File: src/i2c_status_irq_regs.svh
// Notes on behaviour
// - general call address received while general_call_respond set sets general_call_seen; START clears it.
// - received not-acknowledge sets nack_flag; START clears it.
// - detected STOP sets stop_flag; START clears it.
// - detected START sets start_flag; STOP clears it.
// - receive buffer keeps last character; reading it clears rx_flag.
// - transmit buffer holds next byte; writing it clears tx_flag.
// - general call answered only while general_call_respond (bit 15) set, or as own address while own address is zero.
// - own address right-justified; 7-bit uses bits 6-0, 10-bit bits 9-0.
// - target address used only as master; same 7/10-bit justification.
// - tx_irq_en (bit 3) and rx_irq_en (bit 2) gate tx and rx requests.
// - tx_flag, bit 3, resets to one; set when transmit buffer empties.
// - rx_flag, bit 2, resets to zero; set on complete received character.
`ifndef I2C_STATUS_IRQ_REGS_SVH
`define I2C_STATUS_IRQ_REGS_SVH

// register byte offsets
`define OFS_STATUS   8'h00
`define OFS_RXBUF    8'h04
`define OFS_TXBUF    8'h08
`define OFS_OWN      8'h0C
`define OFS_TARGET   8'h10
`define OFS_EVT_EN   8'h14
`define OFS_IRQ_EN   8'h18
`define OFS_IRQ_FLAG 8'h1C
`define OFS_MODE     8'h20

// field positions
`define BIT_SCL_LOW  6
`define BIT_GC       5
`define BIT_BUSY     4
`define BIT_NACK     3
`define BIT_STOP     2
`define BIT_START    1
`define BIT_ARB      0
`define BIT_TX       3
`define BIT_RX       2
`define BIT_GC_EN    15
`define BIT_OWN10    0
`define BIT_TGT10    1

// reset values and codes
`define RST_IRQ_FLAG 8'h08
`define RST_ZERO     8'h00
`define GC_ADDR      10'h000
`define RESP_OKAY    2'h0
`define RESP_SLVERR  2'h2

`endif

File: src/i2c_status_irq_pkg.sv
package i2c_status_irq_pkg;

	// bus conditions seen on the two wires
	typedef struct packed {
		logic start;
		logic stop;
		logic scl_low;
	} cond_t;

	// received character from the shift register
	typedef struct packed {
		logic       strobe;
		logic [7:0] data;
	} rx_in_t;

	// received address from the shift register
	typedef struct packed {
		logic       strobe;
		logic [9:0] word;
	} addr_in_t;

endpackage

File: src/i2c_bus_monitor.sv
`timescale 1ns/1ns
module i2c_bus_monitor (
	input  wire logic                         core_clk,
	input  wire logic                         rst,
	input  wire logic                         scl_in,
	input  wire logic                         sda_in,
	output i2c_status_irq_pkg::cond_t         cond
);
	import i2c_status_irq_pkg::*;

	logic [2:0] scl_sync;
	logic [2:0] sda_sync;
	logic       scl_f;
	logic       sda_f;

	// three-stage synchronisers on both pins
	always_ff @(posedge core_clk or posedge rst) begin
		if (rst) begin
			scl_sync <= 3'h7;
			sda_sync <= 3'h7;
		end else begin
			scl_sync <= {scl_sync[1:0], scl_in};
			sda_sync <= {sda_sync[1:0], sda_in};
		end
	end

	// a level counts once stages two and three agree
	always_ff @(posedge core_clk or posedge rst) begin
		if (rst) begin
			scl_f <= 1'b1;
			sda_f <= 1'b1;
		end else begin
			if (scl_sync[1] == scl_sync[2])
				scl_f <= scl_sync[2];
			if (sda_sync[1] == sda_sync[2])
				sda_f <= sda_sync[2];
		end
	end

	// start: data falls while clock high; stop: data rises while clock high
	always_ff @(posedge core_clk or posedge rst) begin
		if (rst) begin
			cond <= '0;
		end else begin
			cond.start   <= scl_f && scl_sync[2] && sda_f &&
			                (sda_sync[1] == sda_sync[2]) && !sda_sync[2];
			cond.stop    <= scl_f && scl_sync[2] && !sda_f &&
			                (sda_sync[1] == sda_sync[2]) && sda_sync[2];
			cond.scl_low <= !scl_f;
		end
	end

endmodule

File: src/i2c_status_irq_regs.sv
`timescale 1ns/1ns
`include "i2c_status_irq_regs.svh"
module i2c_status_irq_regs #(
	parameter int ADDR_W = 8
) (
	input  wire logic                         core_clk,
	input  wire logic                         rst,
	// axi4-lite slave
	input  wire logic                         awvalid,
	output logic                              awready,
	input  wire logic [ADDR_W-1:0]            awaddr,
	input  wire logic                         wvalid,
	output logic                              wready,
	input  wire logic [31:0]                  wdata,
	input  wire logic [3:0]                   wstrb,
	output logic                              bvalid,
	input  wire logic                         bready,
	output logic [1:0]                        bresp,
	input  wire logic                         arvalid,
	output logic                              arready,
	input  wire logic [ADDR_W-1:0]            araddr,
	output logic                              rvalid,
	input  wire logic                         rready,
	output logic [31:0]                       rdata,
	output logic [1:0]                        rresp,
	// two-wire bus pins, observed only
	input  wire logic                         scl_in,
	input  wire logic                         sda_in,
	// shift datapath and bus engine
	input  wire logic                         nack_rcvd,
	input  wire logic                         arb_lost,
	input  wire logic                         master_mode,
	input  wire i2c_status_irq_pkg::rx_in_t   rx_in,
	input  wire i2c_status_irq_pkg::addr_in_t addr_in,
	input  wire logic                         tx_char_taken,
	output logic                              tx_char_valid,
	output logic [7:0]                        tx_char,
	output logic                              addr_ack,
	output logic                              addr_gc,
	output logic [9:0]                        target_addr_out,
	output logic                              irq
);
	import i2c_status_irq_pkg::*;

	cond_t             cond;
	logic              aw_full;
	logic              w_full;
	logic [ADDR_W-1:0] aw_addr_q;
	logic [31:0]       w_data_q;
	logic [3:0]        w_strb_q;
	logic              wr_go;
	logic              rd_go;
	logic              lo;
	logic              hi;
	logic [31:0]       rd_word;
	// status flags
	logic              scl_held_low;
	logic              general_call_seen;
	logic              bus_busy_flag;
	logic              nack_flag;
	logic              stop_flag;
	logic              start_flag;
	logic              arb_lost_flag;
	// buffers and flags
	logic [7:0]        rx_char;
	logic              rx_flag;
	logic              tx_flag;
	// configuration
	logic              general_call_respond;
	logic [9:0]        own_addr_field;
	logic [9:0]        target_addr_field;
	logic              nack_irq_en;
	logic              stop_irq_en;
	logic              start_irq_en;
	logic              arb_lost_irq_en;
	logic              tx_irq_en;
	logic              rx_irq_en;
	logic              own_10bit;
	logic              tgt_10bit;
	logic              gc_hit;
	logic              own_hit;
	logic              pend;

	// right-justified address in 7- or 10-bit form
	function automatic logic [9:0] eff_addr(input logic [9:0] a,
	                                        input logic       ten);
		eff_addr = ten ? a : {3'h0, a[6:0]};
	endfunction

	// true for every implemented register offset
	function automatic logic mapped(input logic [ADDR_W-1:0] a);
		mapped = (a == `OFS_STATUS) || (a == `OFS_RXBUF) ||
		         (a == `OFS_TXBUF)  || (a == `OFS_OWN)   ||
		         (a == `OFS_TARGET) || (a == `OFS_EVT_EN) ||
		         (a == `OFS_IRQ_EN) || (a == `OFS_IRQ_FLAG) ||
		         (a == `OFS_MODE);
	endfunction

	i2c_bus_monitor u_mon (
		.core_clk (core_clk),
		.rst      (rst),
		.scl_in   (scl_in),
		.sda_in   (sda_in),
		.cond     (cond)
	);

	// write commits once address and data are both held
	assign wr_go = aw_full && w_full && !bvalid;
	assign rd_go = arvalid && arready;
	assign lo    = w_strb_q[0];
	assign hi    = w_strb_q[1];

	// write address channel
	always_ff @(posedge core_clk or posedge rst) begin
		if (rst) begin
			awready   <= 1'b1;
			aw_full   <= 1'b0;
			aw_addr_q <= '0;
		end else if (awvalid && awready) begin
			awready   <= 1'b0;
			aw_full   <= 1'b1;
			aw_addr_q <= awaddr;
		end else if (bvalid && bready) begin
			awready   <= 1'b1;
			aw_full   <= 1'b0;
		end
	end

	// write data channel
	always_ff @(posedge core_clk or posedge rst) begin
		if (rst) begin
			wready   <= 1'b1;
			w_full   <= 1'b0;
			w_data_q <= '0;
			w_strb_q <= '0;
		end else if (wvalid && wready) begin
			wready   <= 1'b0;
			w_full   <= 1'b1;
			w_data_q <= wdata;
			w_strb_q <= wstrb;
		end else if (bvalid && bready) begin
			wready   <= 1'b1;
			w_full   <= 1'b0;
		end
	end

	// write response, error on unmapped offsets
	always_ff @(posedge core_clk or posedge rst) begin
		if (rst) begin
			bvalid <= 1'b0;
			bresp  <= `RESP_OKAY;
		end else if (wr_go) begin
			bvalid <= 1'b1;
			bresp  <= mapped(aw_addr_q) ? `RESP_OKAY : `RESP_SLVERR;
		end else if (bvalid && bready) begin
			bvalid <= 1'b0;
		end
	end

	// read data selection
	always_comb begin
		rd_word = '0;
		unique case (araddr)
			`OFS_STATUS: rd_word[7:0] = {1'b0, scl_held_low,
			                         general_call_seen, bus_busy_flag,
			                         nack_flag, stop_flag, start_flag,
			                         arb_lost_flag};
			`OFS_RXBUF:  rd_word[7:0] = rx_char;
			`OFS_TXBUF:  rd_word[7:0] = tx_char;
			`OFS_OWN:    rd_word[15:0] = {general_call_respond, 5'h00,
			                              own_addr_field};
			`OFS_TARGET: rd_word[9:0] = target_addr_field;
			`OFS_EVT_EN: rd_word[3:0] = {nack_irq_en, stop_irq_en,
			                             start_irq_en, arb_lost_irq_en};
			`OFS_IRQ_EN:   rd_word[3:2] = {tx_irq_en, rx_irq_en};
			`OFS_IRQ_FLAG: rd_word[3:2] = {tx_flag, rx_flag};
			`OFS_MODE:   rd_word[1:0] = {tgt_10bit, own_10bit};
			default:     rd_word = '0;
		endcase
	end

	// read address and data channels
	always_ff @(posedge core_clk or posedge rst) begin
		if (rst) begin
			arready <= 1'b1;
			rvalid  <= 1'b0;
			rdata   <= '0;
			rresp   <= `RESP_OKAY;
		end else if (rd_go) begin
			arready <= 1'b0;
			rvalid  <= 1'b1;
			rdata   <= rd_word;
			rresp   <= mapped(araddr) ? `RESP_OKAY : `RESP_SLVERR;
		end else if (rvalid && rready) begin
			arready <= 1'b1;
			rvalid  <= 1'b0;
		end
	end

	// configuration registers written by software
	always_ff @(posedge core_clk or posedge rst) begin
		if (rst) begin
			general_call_respond <= 1'b0;
			own_addr_field       <= '0;
			target_addr_field    <= '0;
			{nack_irq_en, stop_irq_en}      <= 2'h0;
			{start_irq_en, arb_lost_irq_en} <= 2'h0;
			{tx_irq_en, rx_irq_en}          <= 2'h0;
			{tgt_10bit, own_10bit}          <= 2'h0;
		end else if (wr_go) begin
			if (aw_addr_q == `OFS_OWN) begin
				if (lo)
					own_addr_field[7:0] <= w_data_q[7:0];
				if (hi) begin
					own_addr_field[9:8]  <= w_data_q[9:8];
					general_call_respond <= w_data_q[`BIT_GC_EN];
				end
			end
			if (aw_addr_q == `OFS_TARGET) begin
				if (lo)
					target_addr_field[7:0] <= w_data_q[7:0];
				if (hi)
					target_addr_field[9:8] <= w_data_q[9:8];
			end
			if (aw_addr_q == `OFS_EVT_EN && lo) begin
				nack_irq_en     <= w_data_q[`BIT_NACK];
				stop_irq_en     <= w_data_q[`BIT_STOP];
				start_irq_en    <= w_data_q[`BIT_START];
				arb_lost_irq_en <= w_data_q[`BIT_ARB];
			end
			if (aw_addr_q == `OFS_IRQ_EN && lo) begin
				tx_irq_en <= w_data_q[`BIT_TX];
				rx_irq_en <= w_data_q[`BIT_RX];
			end
			if (aw_addr_q == `OFS_MODE && lo) begin
				own_10bit <= w_data_q[`BIT_OWN10];
				tgt_10bit <= w_data_q[`BIT_TGT10];
			end
		end
	end

	// general call needs the respond bit; own address per mode
	assign gc_hit  = addr_in.strobe && addr_in.word == `GC_ADDR &&
	                 general_call_respond;
	assign own_hit = addr_in.strobe &&
	                 eff_addr(addr_in.word, own_10bit) ==
	                 eff_addr(own_addr_field, own_10bit);

	// address replies to the bus engine, target only in master mode
	always_ff @(posedge core_clk or posedge rst) begin
		if (rst) begin
			addr_ack        <= 1'b0;
			addr_gc         <= 1'b0;
			target_addr_out <= '0;
		end else begin
			addr_ack        <= gc_hit || own_hit;
			addr_gc         <= gc_hit;
			target_addr_out <= master_mode ?
			                   eff_addr(target_addr_field, tgt_10bit) :
			                   10'h000;
		end
	end

	// live bus levels
	always_ff @(posedge core_clk or posedge rst) begin
		if (rst) begin
			bus_busy_flag <= 1'b0;
			scl_held_low  <= 1'b0;
		end else begin
			scl_held_low <= cond.scl_low;
			if (cond.stop)
				bus_busy_flag <= 1'b0;
			if (cond.start)
				bus_busy_flag <= 1'b1;
		end
	end

	// event flags: write zero clears, auto clears, then sets win
	always_ff @(posedge core_clk or posedge rst) begin
		if (rst) begin
			general_call_seen <= 1'b0;
			nack_flag         <= 1'b0;
			stop_flag         <= 1'b0;
			start_flag        <= 1'b0;
			arb_lost_flag     <= 1'b0;
		end else begin
			if (wr_go && aw_addr_q == `OFS_STATUS && lo) begin
				general_call_seen <= general_call_seen &&
				                     w_data_q[`BIT_GC];
				nack_flag     <= nack_flag && w_data_q[`BIT_NACK];
				stop_flag     <= stop_flag && w_data_q[`BIT_STOP];
				start_flag    <= start_flag && w_data_q[`BIT_START];
				arb_lost_flag <= arb_lost_flag &&
				                 w_data_q[`BIT_ARB];
			end
			if (cond.start) begin
				general_call_seen <= 1'b0;
				nack_flag         <= 1'b0;
				stop_flag         <= 1'b0;
			end
			if (cond.stop)
				start_flag <= 1'b0;
			if (gc_hit)
				general_call_seen <= 1'b1;
			if (nack_rcvd)
				nack_flag <= 1'b1;
			if (cond.stop)
				stop_flag <= 1'b1;
			if (cond.start)
				start_flag <= 1'b1;
			if (arb_lost && master_mode)
				arb_lost_flag <= 1'b1;
		end
	end

	// receive buffer and its flag; a new character beats the clear
	always_ff @(posedge core_clk or posedge rst) begin
		if (rst) begin
			rx_char <= `RST_ZERO;
			rx_flag <= 1'(`RST_IRQ_FLAG >> `BIT_RX);
		end else begin
			if (rd_go && araddr == `OFS_RXBUF)
				rx_flag <= 1'b0;
			if (wr_go && aw_addr_q == `OFS_IRQ_FLAG && lo &&
			    !w_data_q[`BIT_RX])
				rx_flag <= 1'b0;
			if (rx_in.strobe) begin
				rx_char <= rx_in.data;
				rx_flag <= 1'b1;
			end
		end
	end

	// transmit buffer; a software write refills it after a take
	always_ff @(posedge core_clk or posedge rst) begin
		if (rst) begin
			tx_char       <= `RST_ZERO;
			tx_char_valid <= 1'b0;
			tx_flag       <= 1'(`RST_IRQ_FLAG >> `BIT_TX);
		end else begin
			if (wr_go && aw_addr_q == `OFS_IRQ_FLAG && lo &&
			    !w_data_q[`BIT_TX])
				tx_flag <= 1'b0;
			if (tx_char_taken) begin
				tx_char_valid <= 1'b0;
				tx_flag       <= 1'b1;
			end
			if (wr_go && aw_addr_q == `OFS_TXBUF && lo) begin
				tx_char       <= w_data_q[7:0];
				tx_char_valid <= 1'b1;
				tx_flag       <= 1'b0;
			end
		end
	end

	// interrupt request: any flag together with its enable
	assign pend = (nack_flag && nack_irq_en) ||
	              (stop_flag && stop_irq_en) ||
	              (start_flag && start_irq_en) ||
	              (arb_lost_flag && arb_lost_irq_en) ||
	              (tx_flag && tx_irq_en) ||
	              (rx_flag && rx_irq_en);

	always_ff @(posedge core_clk or posedge rst) begin
		if (rst)
			irq <= 1'b0;
		else
			irq <= pend;
	end

	// checks next to the logic
	a_gc_sets_flag: assert property (
		@(posedge core_clk) disable iff (rst)
		gc_hit |=> general_call_seen)
		else $error("general call did not set its flag");

	a_nack_start: assert property (
		@(posedge core_clk) disable iff (rst)
		(nack_rcvd |=> nack_flag) and
		(cond.start && !nack_rcvd |=> !nack_flag))
		else $error("nack flag set or clear wrong");

	a_stop_sets: assert property (
		@(posedge core_clk) disable iff (rst)
		cond.stop |=> stop_flag && !start_flag && !bus_busy_flag)
		else $error("stop did not set stop flag or clear start");

	a_start_sets: assert property (
		@(posedge core_clk) disable iff (rst)
		cond.start && !gc_hit |=> start_flag && !stop_flag &&
		!general_call_seen && bus_busy_flag)
		else $error("start did not update flags");

	a_rx_read_clr: assert property (
		@(posedge core_clk) disable iff (rst)
		rd_go && araddr == `OFS_RXBUF && !rx_in.strobe |=> !rx_flag)
		else $error("receive buffer read left rx flag set");

	a_tx_write_clr: assert property (
		@(posedge core_clk) disable iff (rst)
		wr_go && aw_addr_q == `OFS_TXBUF && lo |=>
		!tx_flag && tx_char_valid && tx_char == $past(w_data_q[7:0]))
		else $error("transmit buffer write handled wrong");

	a_gc_ignored: assert property (
		@(posedge core_clk) disable iff (rst)
		addr_in.strobe && addr_in.word == `GC_ADDR &&
		!general_call_respond && own_addr_field != 10'h000 |=>
		!addr_ack && !addr_gc)
		else $error("general call answered while disabled");

	a_target_master: assert property (
		@(posedge core_clk) disable iff (rst)
		!master_mode |=> target_addr_out == 10'h000)
		else $error("target address driven outside master mode");

	a_tx_empty_set: assert property (
		@(posedge core_clk) disable iff (rst)
		tx_char_taken && !(wr_go && aw_addr_q == `OFS_TXBUF && lo)
		|=> tx_flag && !tx_char_valid)
		else $error("tx flag not set on empty buffer");

	a_rx_char_set: assert property (
		@(posedge core_clk) disable iff (rst)
		rx_in.strobe |=> rx_flag && rx_char == $past(rx_in.data))
		else $error("received character not captured");

	a_irq_follows: assert property (
		@(posedge core_clk) disable iff (rst)
		##1 irq == $past(pend))
		else $error("interrupt does not follow flags and enables");

	a_scl_low: assert property (
		@(posedge core_clk) disable iff (rst)
		cond.scl_low |=> scl_held_low)
		else $error("clock low not reported");

	a_arb_lost: assert property (
		@(posedge core_clk) disable iff (rst)
		arb_lost && master_mode |=> arb_lost_flag)
		else $error("arbitration loss not flagged");

endmodule

File: config.mk
export PLATFORM = sky130hd
export DESIGN_NAME = i2c_status_irq_regs
export DESIGN_NICKNAME = d
export VERILOG_FILES = /design/src/i2c_status_irq_pkg.sv /design/src/i2c_bus_monitor.sv /design/src/i2c_status_irq_regs.sv
export VERILOG_INCLUDE_DIRS = /design/src /design/src/src
export SDC_FILE = /design/constraint.sdc
export NUM_CORES = 1
export LEC_CHECK = 0
export BUFFER_PORTS_ARGS = -buffer_cell sky130_fd_sc_hd__buf_2
export CAP_MARGIN = 20
export CORE_AREA = 5 5 130 132
export CTS_CLUSTER_DIAMETER = 150
export DETAILED_ROUTE_END_ITERATION = 8
export DIE_AREA = 0 0 135 137
export PLACE_DENSITY_LB_ADDON = 0.08
export SKIP_CTS_REPAIR_TIMING = 1
export SYNTH_ARGS = -nofsm -noshare
export SYNTH_HDL_FRONTEND = slang
export SYNTH_SLANG_ARGS = --single-unit
File: constraint.sdc
create_clock -name core_clk -period 4.3 [get_ports core_clk]
set_input_delay 0.645 -clock core_clk [delete_from_list [all_inputs] [get_ports core_clk]]
set_output_delay 0.645 -clock core_clk [all_outputs]
set_load 0.005 [all_outputs]
==> impl_table.tex, run 1 <==
\begin{tabular}{lr}
\hline
Metric & Value \\
\hline
\multicolumn{2}{l}{\textbf{STA}} \\
Final count of hold timing violations & 0 \\
\# setup viols final & 0 \\
Slew at the pin closest to its max-slew limit & 0.939 ns \\
Max-slew headroom & 37.4\% \\
Largest clock skew in the final design & 0.0101 ns \\
Setup Total Neg Slack & 0 ns \\
Post-route minimum period & 2.28 ns \\
Top achievable clock speed & 438 MHz \\
Setup repair after global routing missed its margin & false \\
Number of max-slew violations in the final report & 0 \\
Tcrit/Tclk final & 53.1\% \\
\multicolumn{2}{l}{\textbf{Global route}} \\
Met3 layer usage reported by global route & 4.74\% \\
Global routing usage summed across all routing layers & 15.5\% \\
Met2 usage & 24.4\% \\
Global-route layer with the greatest usage & met2 \\
First-pass GRT wire length & 21.3 mm \\
Vias in the first global route & 3726 \\
Grt ovf & 0 \\
Met1 track demand over resource in global routing & 20.5\% \\
Antenna violations before repair & 0 \\
Pin count of the biggest net entering global routing & 78 \\
\multicolumn{2}{l}{\textbf{Die}} \\
Initial cell density of the core & 34.2\% \\
Die Wd & 135 um \\
Die outline height & 137 um \\
Area inside the core boundary & 15600 sq um \\
Row cnt & 46 \\
Total die area & 18500 sq um \\
Count of pins on the block boundary & 148 \\
\multicolumn{2}{l}{\textbf{Drt}} \\
\# DRC & 0 \\
Total length of routed wires & 13.8 mm \\
Routed via count divided by cell count & 4.67 \\
Average detailed-routed wire length per instance & 18.4 um \\
Routed Antenna Nets & 0 \\
Detailed-routing iteration count for the pre-antenna-repair pass & 4 \\
Count of routing violations after the opening detailed-route iteration & 191 \\
Total vias in the final route & 3509 \\
\multicolumn{2}{l}{\textbf{Pwr}} \\
Switching Fraction & 26.9\% \\
Proportion of power drawn by the clock network & 40.4\% \\
NetSw & 0.927 mW \\
Static Leakage & 3.17 nW \\
Share of power burned in registers & 45.5\% \\
VDD IR max & 0.000267 V \\
Cell Int Power & 2.52 mW \\
Power density of the placed cells & 526 nW/um\^{}2 \\
Combinational share of power & 14.1\% \\
\multicolumn{2}{l}{\textbf{Synth}} \\
Synth area leaders & dfrtp\_1 (51\%), mux2\_2 (13\%), dfstp\_2 (5.9\%) \\
Flip-flop and latch count after synthesis & 120 \\
Top cell type by total area after synthesis & dfrtp\_1 \\
Synthesized cell area & 5340 sq um \\
Number of distinct library cells after synthesis & 51 \\
Post-Syn Area per Cell & 12.8 sq um \\
Predominant post-synthesis flop cell & dfrtp\_1 \\
Sequential element share of the synthesized area & 56.5\% \\
Cells after synthesis & 416 \\
Top cell type's share of synthesized area & 50.6\% \\
Number of synthesized flops with an enable pin & 0 \\
Number of warnings issued by yosys & 0 \\
Fraction of synthesis flops using an asynchronous set or reset pin & 100\% \\
\multicolumn{2}{l}{\textbf{Place}} \\
Number of cells after detailed placement & 719 \\
Input/output buffers & 101 \\
Routability cong. & 0.822 \\
Detailed placer's ending HPWL & 10.3 mm \\
\multicolumn{2}{l}{\textbf{Clock network}} \\
TritonCTS clock tree & built \\
Worst-case clock buffer depth & 2 \\
TritonCTS sink count & 120 \\
Total CTS buffers & 17 \\
Worst-path clk slew & 0.05 ns \\
Clock latency reported for the late side of the worst-skew pair & 0.41 ns \\
Clk Tree Root Cell & clkbuf\_16 \\
H-tree Lvls & 4 \\
\multicolumn{2}{l}{\textbf{Critical path}} \\
Critical path endpoint category & register \\
WP data arrival & 2.57 ns \\
Launch point of the worst reg-to-reg path & aw\_addr\_q[1] \\
Critical Path Fanout Max & 9 \\
Critical path startpoint category & register \\
Startpoint of the worst setup timing path & aw\_addr\_q[1] \\
Path depth of the worst reg2reg path & 4 \\
Worst Path Required & 4.59 ns \\
Critical setup path kind & register to register \\
\multicolumn{2}{l}{\textbf{Run status}} \\
Status & finished, final reports clean \\
\multicolumn{2}{l}{\textbf{Layout}} \\
Leading cell types in the layout, fill and taps excluded & dfrtp\_1 (108), buf\_2 (101), mux2\_2 (62) \\
Fraction of layout instances using a drive strength above 1 & 42.4\% \\
Most common cell after layout, fill and taps aside & dfrtp\_1 \\
Number of antenna repair diodes & 0 \\
Post-layout nets & 607 \\
Layout overhead on the synthesized area & 22.8\% \\
Number of standard cells in the layout, taps in and fillers out & 751 \\
\multicolumn{2}{l}{\textbf{Hold path}} \\
Origin of the worst min-delay path & scl\_in \\
Hold path depth & 1 \\
Min-Delay Path Class & input port to register \\
\multicolumn{2}{l}{\textbf{Flow run}} \\
Number of violations of the max-capacitance limit & 0 \\
\hline
\end{tabular}
==> cell type report <==
class	count	area (sq um)
clock inverter	9	97.6
tap	216	270
clock buffer	23	488
fill	1478	9040
multi-input combinational	271	2120
inverter	9	36.3
timing repair buffer	103	520
sequential	120	3020
==> routing by layer <==
metal  vias to the layer above  routed length, um
met3                        11                780
met4                         0                169
met5                         -                  0
li1                       1656                  -
met1                      1752               6340
met2                        90               6490
==> worst paths after layout <==
path,end,slack (ns)
max,tx_char[5],2.02
min,u_mon.scl_sync[0],0.33
max reg2reg,tx_char[5],2.02
min reg2reg,scl_held_low,0.34
max in group asynchronous,arready,2.92
min in group asynchronous,u_mon.cond[2],0.44
==> power by group through the flow <==
| stage | Clock [mW] | Sequential, mW | Combinational (mW) |
|---|---|---|---|
| CTS | 1.42 | 1.57 | 0.497 |
| global placement | 0 | 1.58 | 0.485 |
| finish | 1.39 | 1.57 | 0.485 |
| floorplan | 0 | 1.50 | 0.392 |
| detailed placement | 0 | 1.59 | 0.495 |
| global route | 1.47 | 1.61 | 0.546 |
==> flip-flops by register name, indices dropped and copies added, names as in the netlist, 8 cells and up <==
signal and cells:
tx_char 8, aw_addr_q 8, own_addr_field 10, target_addr_field 10, w_data_q 11, rdata 11, rx_char 8, target_addr_out 10
==> logic make-up after synthesis <==
| logic type | count (synthesis) | share of synthesized area [%] |
|---|---|---|
| DFF | 120 | 56.5 |
| and+or+nand+nor | 100 | 10.7 |
| muxes | 83 | 18.9 |
| AOI/OAI and AO/OA | 53 | 6.49 |
| buffers and inverters | 47 | 5.23 |
| xor gates and xnor gates | 10 | 1.64 |
| adders and majority gates | 2 | 0.375 |
| other | 1 | 0.0703 |
==> synthesized netlist by cell type (3+ instances only) <==
| cell | number |
|---|---|
| nor4_1 | 3 |
| xor2_1 | 3 |
| nor2_1 | 9 |
| mux2_2 | 62 |
| a21oi_1 | 6 |
| o31ai_1 | 3 |
| a22oi_1 | 9 |
| a21o_1 | 3 |
| nor4b_1 | 4 |
| nand4_1 | 4 |
| mux4_2 | 5 |
| nand2_1 | 31 |
| mux2i_1 | 8 |
| nand2b_1 | 4 |
| o21ai_0 | 19 |
| nor2b_1 | 7 |
| nand3_1 | 7 |
| clkbuf_1 | 10 |
| inv_1 | 9 |
| dfstp_2 | 12 |
| nor3_1 | 6 |
| mux2_4 | 8 |
| dfrtp_1 | 108 |
| and3_1 | 5 |
| and2_1 | 7 |
| a22o_1 | 4 |
| buf_4 | 23 |
| xnor2_1 | 7 |
==> worst max-delay path, cell delays in order, from the launching register on <==
cell and delay, ns:
dfrtp_1 0.37, nor2_1 0.33, nand4b_1 0.26, nor4_4 0.78, mux2_2 0.42
==> per-stage QoR <==
stage	util, %	instance area [sq um]	setup slack [ns]	hold WS [ns]	power, mW
6_report	42.0	6550	2.02	0.329	3.45
5_1_grt	42.0	6550	1.85	0.315	3.62
3_5_place_dp	38.3	5970	1.68	0.339	2.09
3_3_place_gp	38.3	5970	1.73	0.338	2.07
2_1_floorplan	-	5420	0.489	0.331	1.89
4_1_cts	42.0	6550	1.97	0.314	3.49
Note: power is estimated with default switching activity, not from simulation.
==> run 2: changes to the inputs <==
ABC_AREA = 1   (was default)
CORE_AREA = 5 5 131 133   (was 5 5 130 132)
DIE_AREA = 0 0 136 138   (was 0 0 135 137)
clock period = 2.05 ns   (was 4.3 ns; I/O delays follow)
==> run 2 against run 1 <==
Register-to-register slack got worse by 1.6 ns. Setup slack got worse by 1.6 ns. Maximum frequency increased by 37%. Critical path type unchanged. Critical endpoint is now tx_char[7].
==> impl_table.tex, run 2 <==
\begin{tabular}{lr}
\hline
Metric & Value \\
\hline
\multicolumn{2}{l}{\textbf{STA}} \\
Post-route minimum period & 1.67 ns \\
Tcrit/Tclk final & 81.3\% \\
Final count of hold timing violations & 0 \\
Setup repair after global routing missed its margin & false \\
Final worst slack & 0.384 ns \\
Setup Total Neg Slack & 0 ns \\
\# setup viols final & 0 \\
Top achievable clock speed & 600 MHz \\
Slew at the pin closest to its max-slew limit & 0.671 ns \\
Max-slew headroom & 55.3\% \\
Largest clock skew in the final design & 0.00585 ns \\
Number of max-slew violations in the final report & 0 \\
\multicolumn{2}{l}{\textbf{Drt}} \\
\# DRC & 0 \\
Routed via count divided by cell count & 4.53 \\
Total length of routed wires & 14.4 mm \\
Count of routing violations after the opening detailed-route iteration & 316 \\
Routed Antenna Nets & 0 \\
Detailed-routing iteration count for the pre-antenna-repair pass & 4 \\
Total vias in the final route & 4336 \\
Average detailed-routed wire length per instance & 15.1 um \\
\multicolumn{2}{l}{\textbf{Synth}} \\
Number of synthesized flops with an enable pin & 0 \\
Sequential element share of the synthesized area & 55.4\% \\
Synthesized cell area & 5450 sq um \\
Fraction of synthesis flops using an asynchronous set or reset pin & 100\% \\
Most common library cells after synthesis & nand2\_1 (149), dfrtp\_1 (108), inv\_1 (65), nor2\_1 (65), nand3\_1 (46) \\
Synth area leaders & dfrtp\_1 (50\%), nand2\_1 (10\%), dfstp\_2 (5.8\%) \\
Number of distinct library cells after synthesis & 38 \\
Post-Syn Area per Cell & 8.84 sq um \\
Top cell type's share of synthesized area & 49.6\% \\
Predominant post-synthesis flop cell & dfrtp\_1 \\
Most common cell in the synthesized netlist & nand2\_1 \\
Cells after synthesis & 616 \\
Top cell type by total area after synthesis & dfrtp\_1 \\
Number of warnings issued by yosys & 0 \\
Flip-flop and latch count after synthesis & 120 \\
\multicolumn{2}{l}{\textbf{Clock network}} \\
Worst-case clock buffer depth & 2 \\
Worst-path clk slew & 0.05 ns \\
Clk Tree Root Cell & clkbuf\_16 \\
TritonCTS clock tree & built \\
Clock latency reported for the late side of the worst-skew pair & 0.42 ns \\
H-tree Lvls & 4 \\
TritonCTS sink count & 120 \\
Total CTS buffers & 17 \\
\multicolumn{2}{l}{\textbf{Hold path}} \\
Min-Delay Path Class & input port to async pin \\
\multicolumn{2}{l}{\textbf{Place}} \\
Number of cells after detailed placement & 924 \\
Input/output buffers & 101 \\
Detailed placer's ending HPWL & 10.7 mm \\
Worst-case setup slack after placement & 0.356 ns \\
Routability cong. & 0.837 \\
\multicolumn{2}{l}{\textbf{Die}} \\
Area inside the core boundary & 15700 sq um \\
Row cnt & 46 \\
Die Wd & 136 um \\
Count of pins on the block boundary & 148 \\
Total die area & 18800 sq um \\
Initial cell density of the core & 34.7\% \\
Die outline height & 138 um \\
\multicolumn{2}{l}{\textbf{Critical path}} \\
Worst path cell trace & inv\_1 > nand3\_2 > nor3\_4 > nand4\_4 > nand2\_1 > o21ai\_2 \\
WP data arrival & 1.97 ns \\
Timing endpoint of the critical path & tx\_char[7] \\
Slowest cell on the critical path & dfrtp\_1 \\
Critical path startpoint category & register \\
Worst Path Required & 2.35 ns \\
Critical path endpoint category & register \\
Critical Path Fanout Max & 18 \\
Launch point of the worst reg-to-reg path & bvalid \\
Critical Path Max Stage Delay & 0.39 ns \\
Worst reg2reg endpoint & tx\_char[7] \\
Startpoint of the worst setup timing path & bvalid \\
Critical setup path kind & register to register \\
R2r setup slk & 0.38 ns \\
Path depth of the worst reg2reg path & 6 \\
\multicolumn{2}{l}{\textbf{Layout}} \\
Largest registers & rdata (11), w\_data\_q (11) \\
Most common cell after layout, fill and taps aside & nand2\_1 \\
Fraction of layout instances using a drive strength above 1 & 25.1\% \\
Area used by sequential logic in the layout & 3020 sq um \\
Number of standard cells in the layout, taps in and fillers out & 958 \\
Layout overhead on the synthesized area & 23.5\% \\
Leading cell types in the layout, fill and taps excluded & nand2\_1 (149), dfrtp\_1 (108), buf\_2 (101) \\
Fill cells & 1591 \\
Post-layout nets & 814 \\
Number of antenna repair diodes & 0 \\
Area occupied by multi-input gates & 2010 sq um \\
\multicolumn{2}{l}{\textbf{Global route}} \\
First-pass GRT wire length & 23.2 mm \\
Grt ovf & 0 \\
Pin count of the biggest net entering global routing & 121 \\
Antenna violations before repair & 0 \\
Global routing usage summed across all routing layers & 15.8\% \\
Vias in the first global route & 4362 \\
\multicolumn{2}{l}{\textbf{Flow run}} \\
Number of violations of the max-capacitance limit & 0 \\
\multicolumn{2}{l}{\textbf{Pwr}} \\
PnR Total Power & 7.72 mW \\
VDD IR max & 0.000566 V \\
Static Leakage & 3.45 nW \\
Power density of the placed cells & 1150 nW/um\^{}2 \\
\multicolumn{2}{l}{\textbf{Run status}} \\
Status & finished, final reports clean \\
\hline
\end{tabular}
[run 2: worst max-delay path: cells and delay by family (launching register included)]
kind | cells | cell delay, ns
flip-flops | 1 | 0.39
AO/OA/AOI/OAI | 1 | 0.06
buffers and inverters | 1 | 0.09
AND/OR/NAND/NOR | 4 | 1.00
[run 2: worst min path at each step]
stage                  start           endpoint  slack, ns
6_report                 rst           rdata[9]       0.04
5_1_grt            nack_rcvd          nack_flag       0.08
4_1_cts               scl_in  u_mon.scl_sync[0]      -0.03
3_5_place_dp   u_mon.cond[0]       scl_held_low       0.34
3_3_place_gp   u_mon.cond[0]       scl_held_low       0.33
2_1_floorplan         scl_in  u_mon.scl_sync[0]       0.31
[run 2: area by class of cell]
cell class | count | area share, %
clock inverters | 14 | 2.25
well taps | 216 | 4.02
inverters | 66 | 3.74
repair buffers | 109 | 8.67
flip-flops and latches | 120 | 44.9
multi-input cells | 415 | 29.9
clock buffers | 18 | 6.53
[run 2: layer usage]
metal  GRT usage [%]  routed length (um)
met4            5.46                 250
met2            25.0                6830
met5               0                   0
met3            3.77                 859
met1            21.2                6500
[run 2: stage by stage]
step | instance area, sq um | utilization [%] | hold slack [ns]
6_report | 6720 | 42.8 | 0.0357
5_1_grt | 6720 | 42.8 | 0.0796
4_1_cts | 6700 | 42.7 | -0.0350
3_5_place_dp | 6110 | 38.9 | 0.340
3_3_place_gp | 6110 | 38.9 | 0.334
2_1_floorplan | 5530 | - | 0.312
[run 2: logic make-up (layout without fill, tap and decap cells)]
family                     count (synthesis)  in the layout  synth area share [%]
AOI/OAI and AO/OA                         97             97                  9.97
xor gates and xnor gates                   3              3                 0.483
adders and majority gates                  1              1                 0.184
buffers and inverters                    103            207                  9.19
DFF                                      120            120                  55.4
muxes                                      9              9                  1.86
other                                      1             23                0.0689
and+or+nand+nor                          282            282                  22.8
[run 2: report_power, final]
group,switching [mW],leakage (nW),internal (mW)
clock network,1.12,0.286,1.82
registers,0.359,1.51,2.90
logic,0.969,1.66,0.539
total,2.45,3.45,5.27
==> run 3: changes to the inputs <==
ABC_AREA = 0   (was 1)
CORE_AREA = 5 5 130 132   (was 5 5 131 133)
DIE_AREA = 0 0 135 137   (was 0 0 136 138)
clock period = 1.6 ns   (was 2.05 ns; I/O delays follow)
==> run 3 against run 2 <==
The flow now finishes with violations (setup timing). Setup slack worse by 0.72 ns. Maximum frequency shrank 14%. Hold slack worse by 0.023 ns. Critical endpoint is now own_addr_field[1]. Largest cell class unchanged. Highest routed layer unchanged.
==> impl_table.tex, run 3 (same netlist as run 1, synthesis figures left out) <==
\begin{tabular}{lr}
\hline
Metric & Value \\
\hline
\multicolumn{2}{l}{\textbf{Run status}} \\
Status & finished, violations left \\
Failing checks & setup timing \\
\multicolumn{2}{l}{\textbf{Die}} \\
Area inside the core boundary & 15600 sq um \\
Count of pins on the block boundary & 148 \\
Die outline height & 137 um \\
Die Wd & 135 um \\
Total die area & 18500 sq um \\
Initial cell density of the core & 34.2\% \\
Row cnt & 46 \\
\multicolumn{2}{l}{\textbf{STA}} \\
Tcrit/Tclk final & 121\% \\
Largest clock skew in the final design & 0.0112 ns \\
Final count of hold timing violations & 0 \\
Max-slew headroom & 66.6\% \\
Setup repair after global routing missed its margin & true \\
Top achievable clock speed & 517 MHz \\
Final worst slack & -0.335 ns \\
Slew at the pin closest to its max-slew limit & 0.501 ns \\
Number of max-slew violations in the final report & 0 \\
\# setup viols final & 45 \\
Worst hold slack after final layout & 0.0131 ns \\
Post-route minimum period & 1.93 ns \\
\multicolumn{2}{l}{\textbf{Layout}} \\
Largest registers & rdata (11), w\_data\_q (11) \\
Area occupied by multi-input gates & 2310 sq um \\
Post-layout nets & 654 \\
Final Instance Area & 7140 sq um \\
Most common cell after layout, fill and taps aside & dfrtp\_1 \\
Final core utilization & 45.8\% \\
Fill cells & 1456 \\
Number of antenna repair diodes & 0 \\
Layout overhead on the synthesized area & 33.8\% \\
Area used by sequential logic in the layout & 3020 sq um \\
Fraction of layout instances using a drive strength above 1 & 49.7\% \\
Leading cell types in the layout, fill and taps excluded & dfrtp\_1 (108), buf\_2 (101), mux2\_2 (46) \\
\multicolumn{2}{l}{\textbf{Drt}} \\
Routed via count divided by cell count & 4.72 \\
Total length of routed wires & 14.4 mm \\
Count of routing violations after the opening detailed-route iteration & 168 \\
Routed Antenna Nets & 0 \\
Average detailed-routed wire length per instance & 18.1 um \\
Detailed-routing iteration count for the pre-antenna-repair pass & 4 \\
\# DRC & 0 \\
Total vias in the final route & 3765 \\
\multicolumn{2}{l}{\textbf{Global route}} \\
Pin count of the biggest net entering global routing & 83 \\
Global routing usage summed across all routing layers & 16.1\% \\
First-pass GRT wire length & 22.3 mm \\
Vias in the first global route & 3908 \\
Grt ovf & 0 \\
Antenna violations before repair & 0 \\
\multicolumn{2}{l}{\textbf{Critical path}} \\
WP data arrival & 2.23 ns \\
Critical path startpoint category & register \\
Critical Path Fanout Max & 8 \\
Worst Path Required & 1.89 ns \\
Critical path endpoint category & register \\
Critical setup path kind & register to register \\
\multicolumn{2}{l}{\textbf{Clock network}} \\
TritonCTS clock tree & built \\
Clock latency reported for the late side of the worst-skew pair & 0.42 ns \\
Total CTS buffers & 17 \\
Worst-case clock buffer depth & 2 \\
H-tree Lvls & 4 \\
TritonCTS sink count & 120 \\
Worst-path clk slew & 0.05 ns \\
Clk Tree Root Cell & clkbuf\_16 \\
\multicolumn{2}{l}{\textbf{Flow run}} \\
Number of violations of the max-capacitance limit & 0 \\
\multicolumn{2}{l}{\textbf{Pwr}} \\
VDD IR max & 0.000902 V \\
Power density of the placed cells & 1370 nW/um\^{}2 \\
Static Leakage & 3.46 nW \\
\multicolumn{2}{l}{\textbf{Place}} \\
Input/output buffers & 101 \\
Routability cong. & 0.794 \\
Standard cell area after detailed placement & 6340 sq um \\
Detailed placer's ending HPWL & 10.8 mm \\
\multicolumn{2}{l}{\textbf{Hold path}} \\
Min-Delay Path Class & input port to register \\
\hline
\end{tabular}
-- run 3: cell types whose count changed in the layout (fill, tap and decap cells not counted), sizes merged, moves of 8 or more --
cell and delta:
o21ai -42, a22oi +9, mux2i +8, nand3 -41, inv -57, buf +38, mux2 +61, nand2 -121
nor2 -61, a21oi -20
-- run 3: worst paths after layout --
kind,startpoint,to,slack [ns],depth (start not counted)
setup / recovery,bvalid,own_addr_field[1],-0.33,4
hold / removal,arvalid,arready,0.01,2
setup reg to reg,bvalid,own_addr_field[1],-0.33,4
hold reg to reg,u_mon.cond[0],scl_held_low,0.35,0
max in group asynchronous,rst,u_mon.sda_sync[1],0.67,4
min in group asynchronous,rst,target_addr_field[1],0.49,4
-- run 3: per-layer routing --
| layer | GRT usage [%] | share of wire (%) | up-vias |
|---|---|---|---|
| met4 | 5.04 | 1.2 | 0 |
| met3 | 5.04 | 5.7 | 12 |
| met5 | 0 | 0 | - |
| met1 | 21.4 | 46 | 1891 |
| li1 | - | - | 1753 |
| met2 | 25.3 | 47 | 109 |
-- run 3: layout make-up --
| class | instances | area share (%) |
|---|---|---|
| inverters | 9 | 0.526 |
| multi-input cells | 271 | 32.4 |
| flip-flops and latches | 120 | 42.3 |
| repair buffers | 150 | 13.2 |
| clock inverters | 13 | 1.82 |
| clock buffers | 19 | 6.06 |
| well taps | 216 | 3.78 |
-- run 3: critical path, cell delays in order, from the launching register on --
cell and delay [ns]:
dfrtp_1 0.37, nand3b_4 0.15, or3_4 0.41, or4_4 0.55, mux2_4 0.33
-- run 3: report_power, final --
part | switching, mW | internal, mW | leakage [nW]
registers | 0.664 | 3.61 | 1.53
logic | 0.794 | 1.11 | 1.65
clock network | 1.36 | 2.27 | 0.273
-- run 3: metrics by stage --
stage	setup slack, ns	std cells	power, mW	setup TNS [ns]
2_1_floorplan	-0.431	438	5.11	-21.47
3_3_place_gp	-0.563	758	6.02	-13.27
3_5_place_dp	-0.478	758	6.04	-14.51
4_1_cts	-0.498	790	9.76	-13.43
5_1_grt	-0.381	798	10.3	-13.20
6_report	-0.335	798	9.82	-9.98
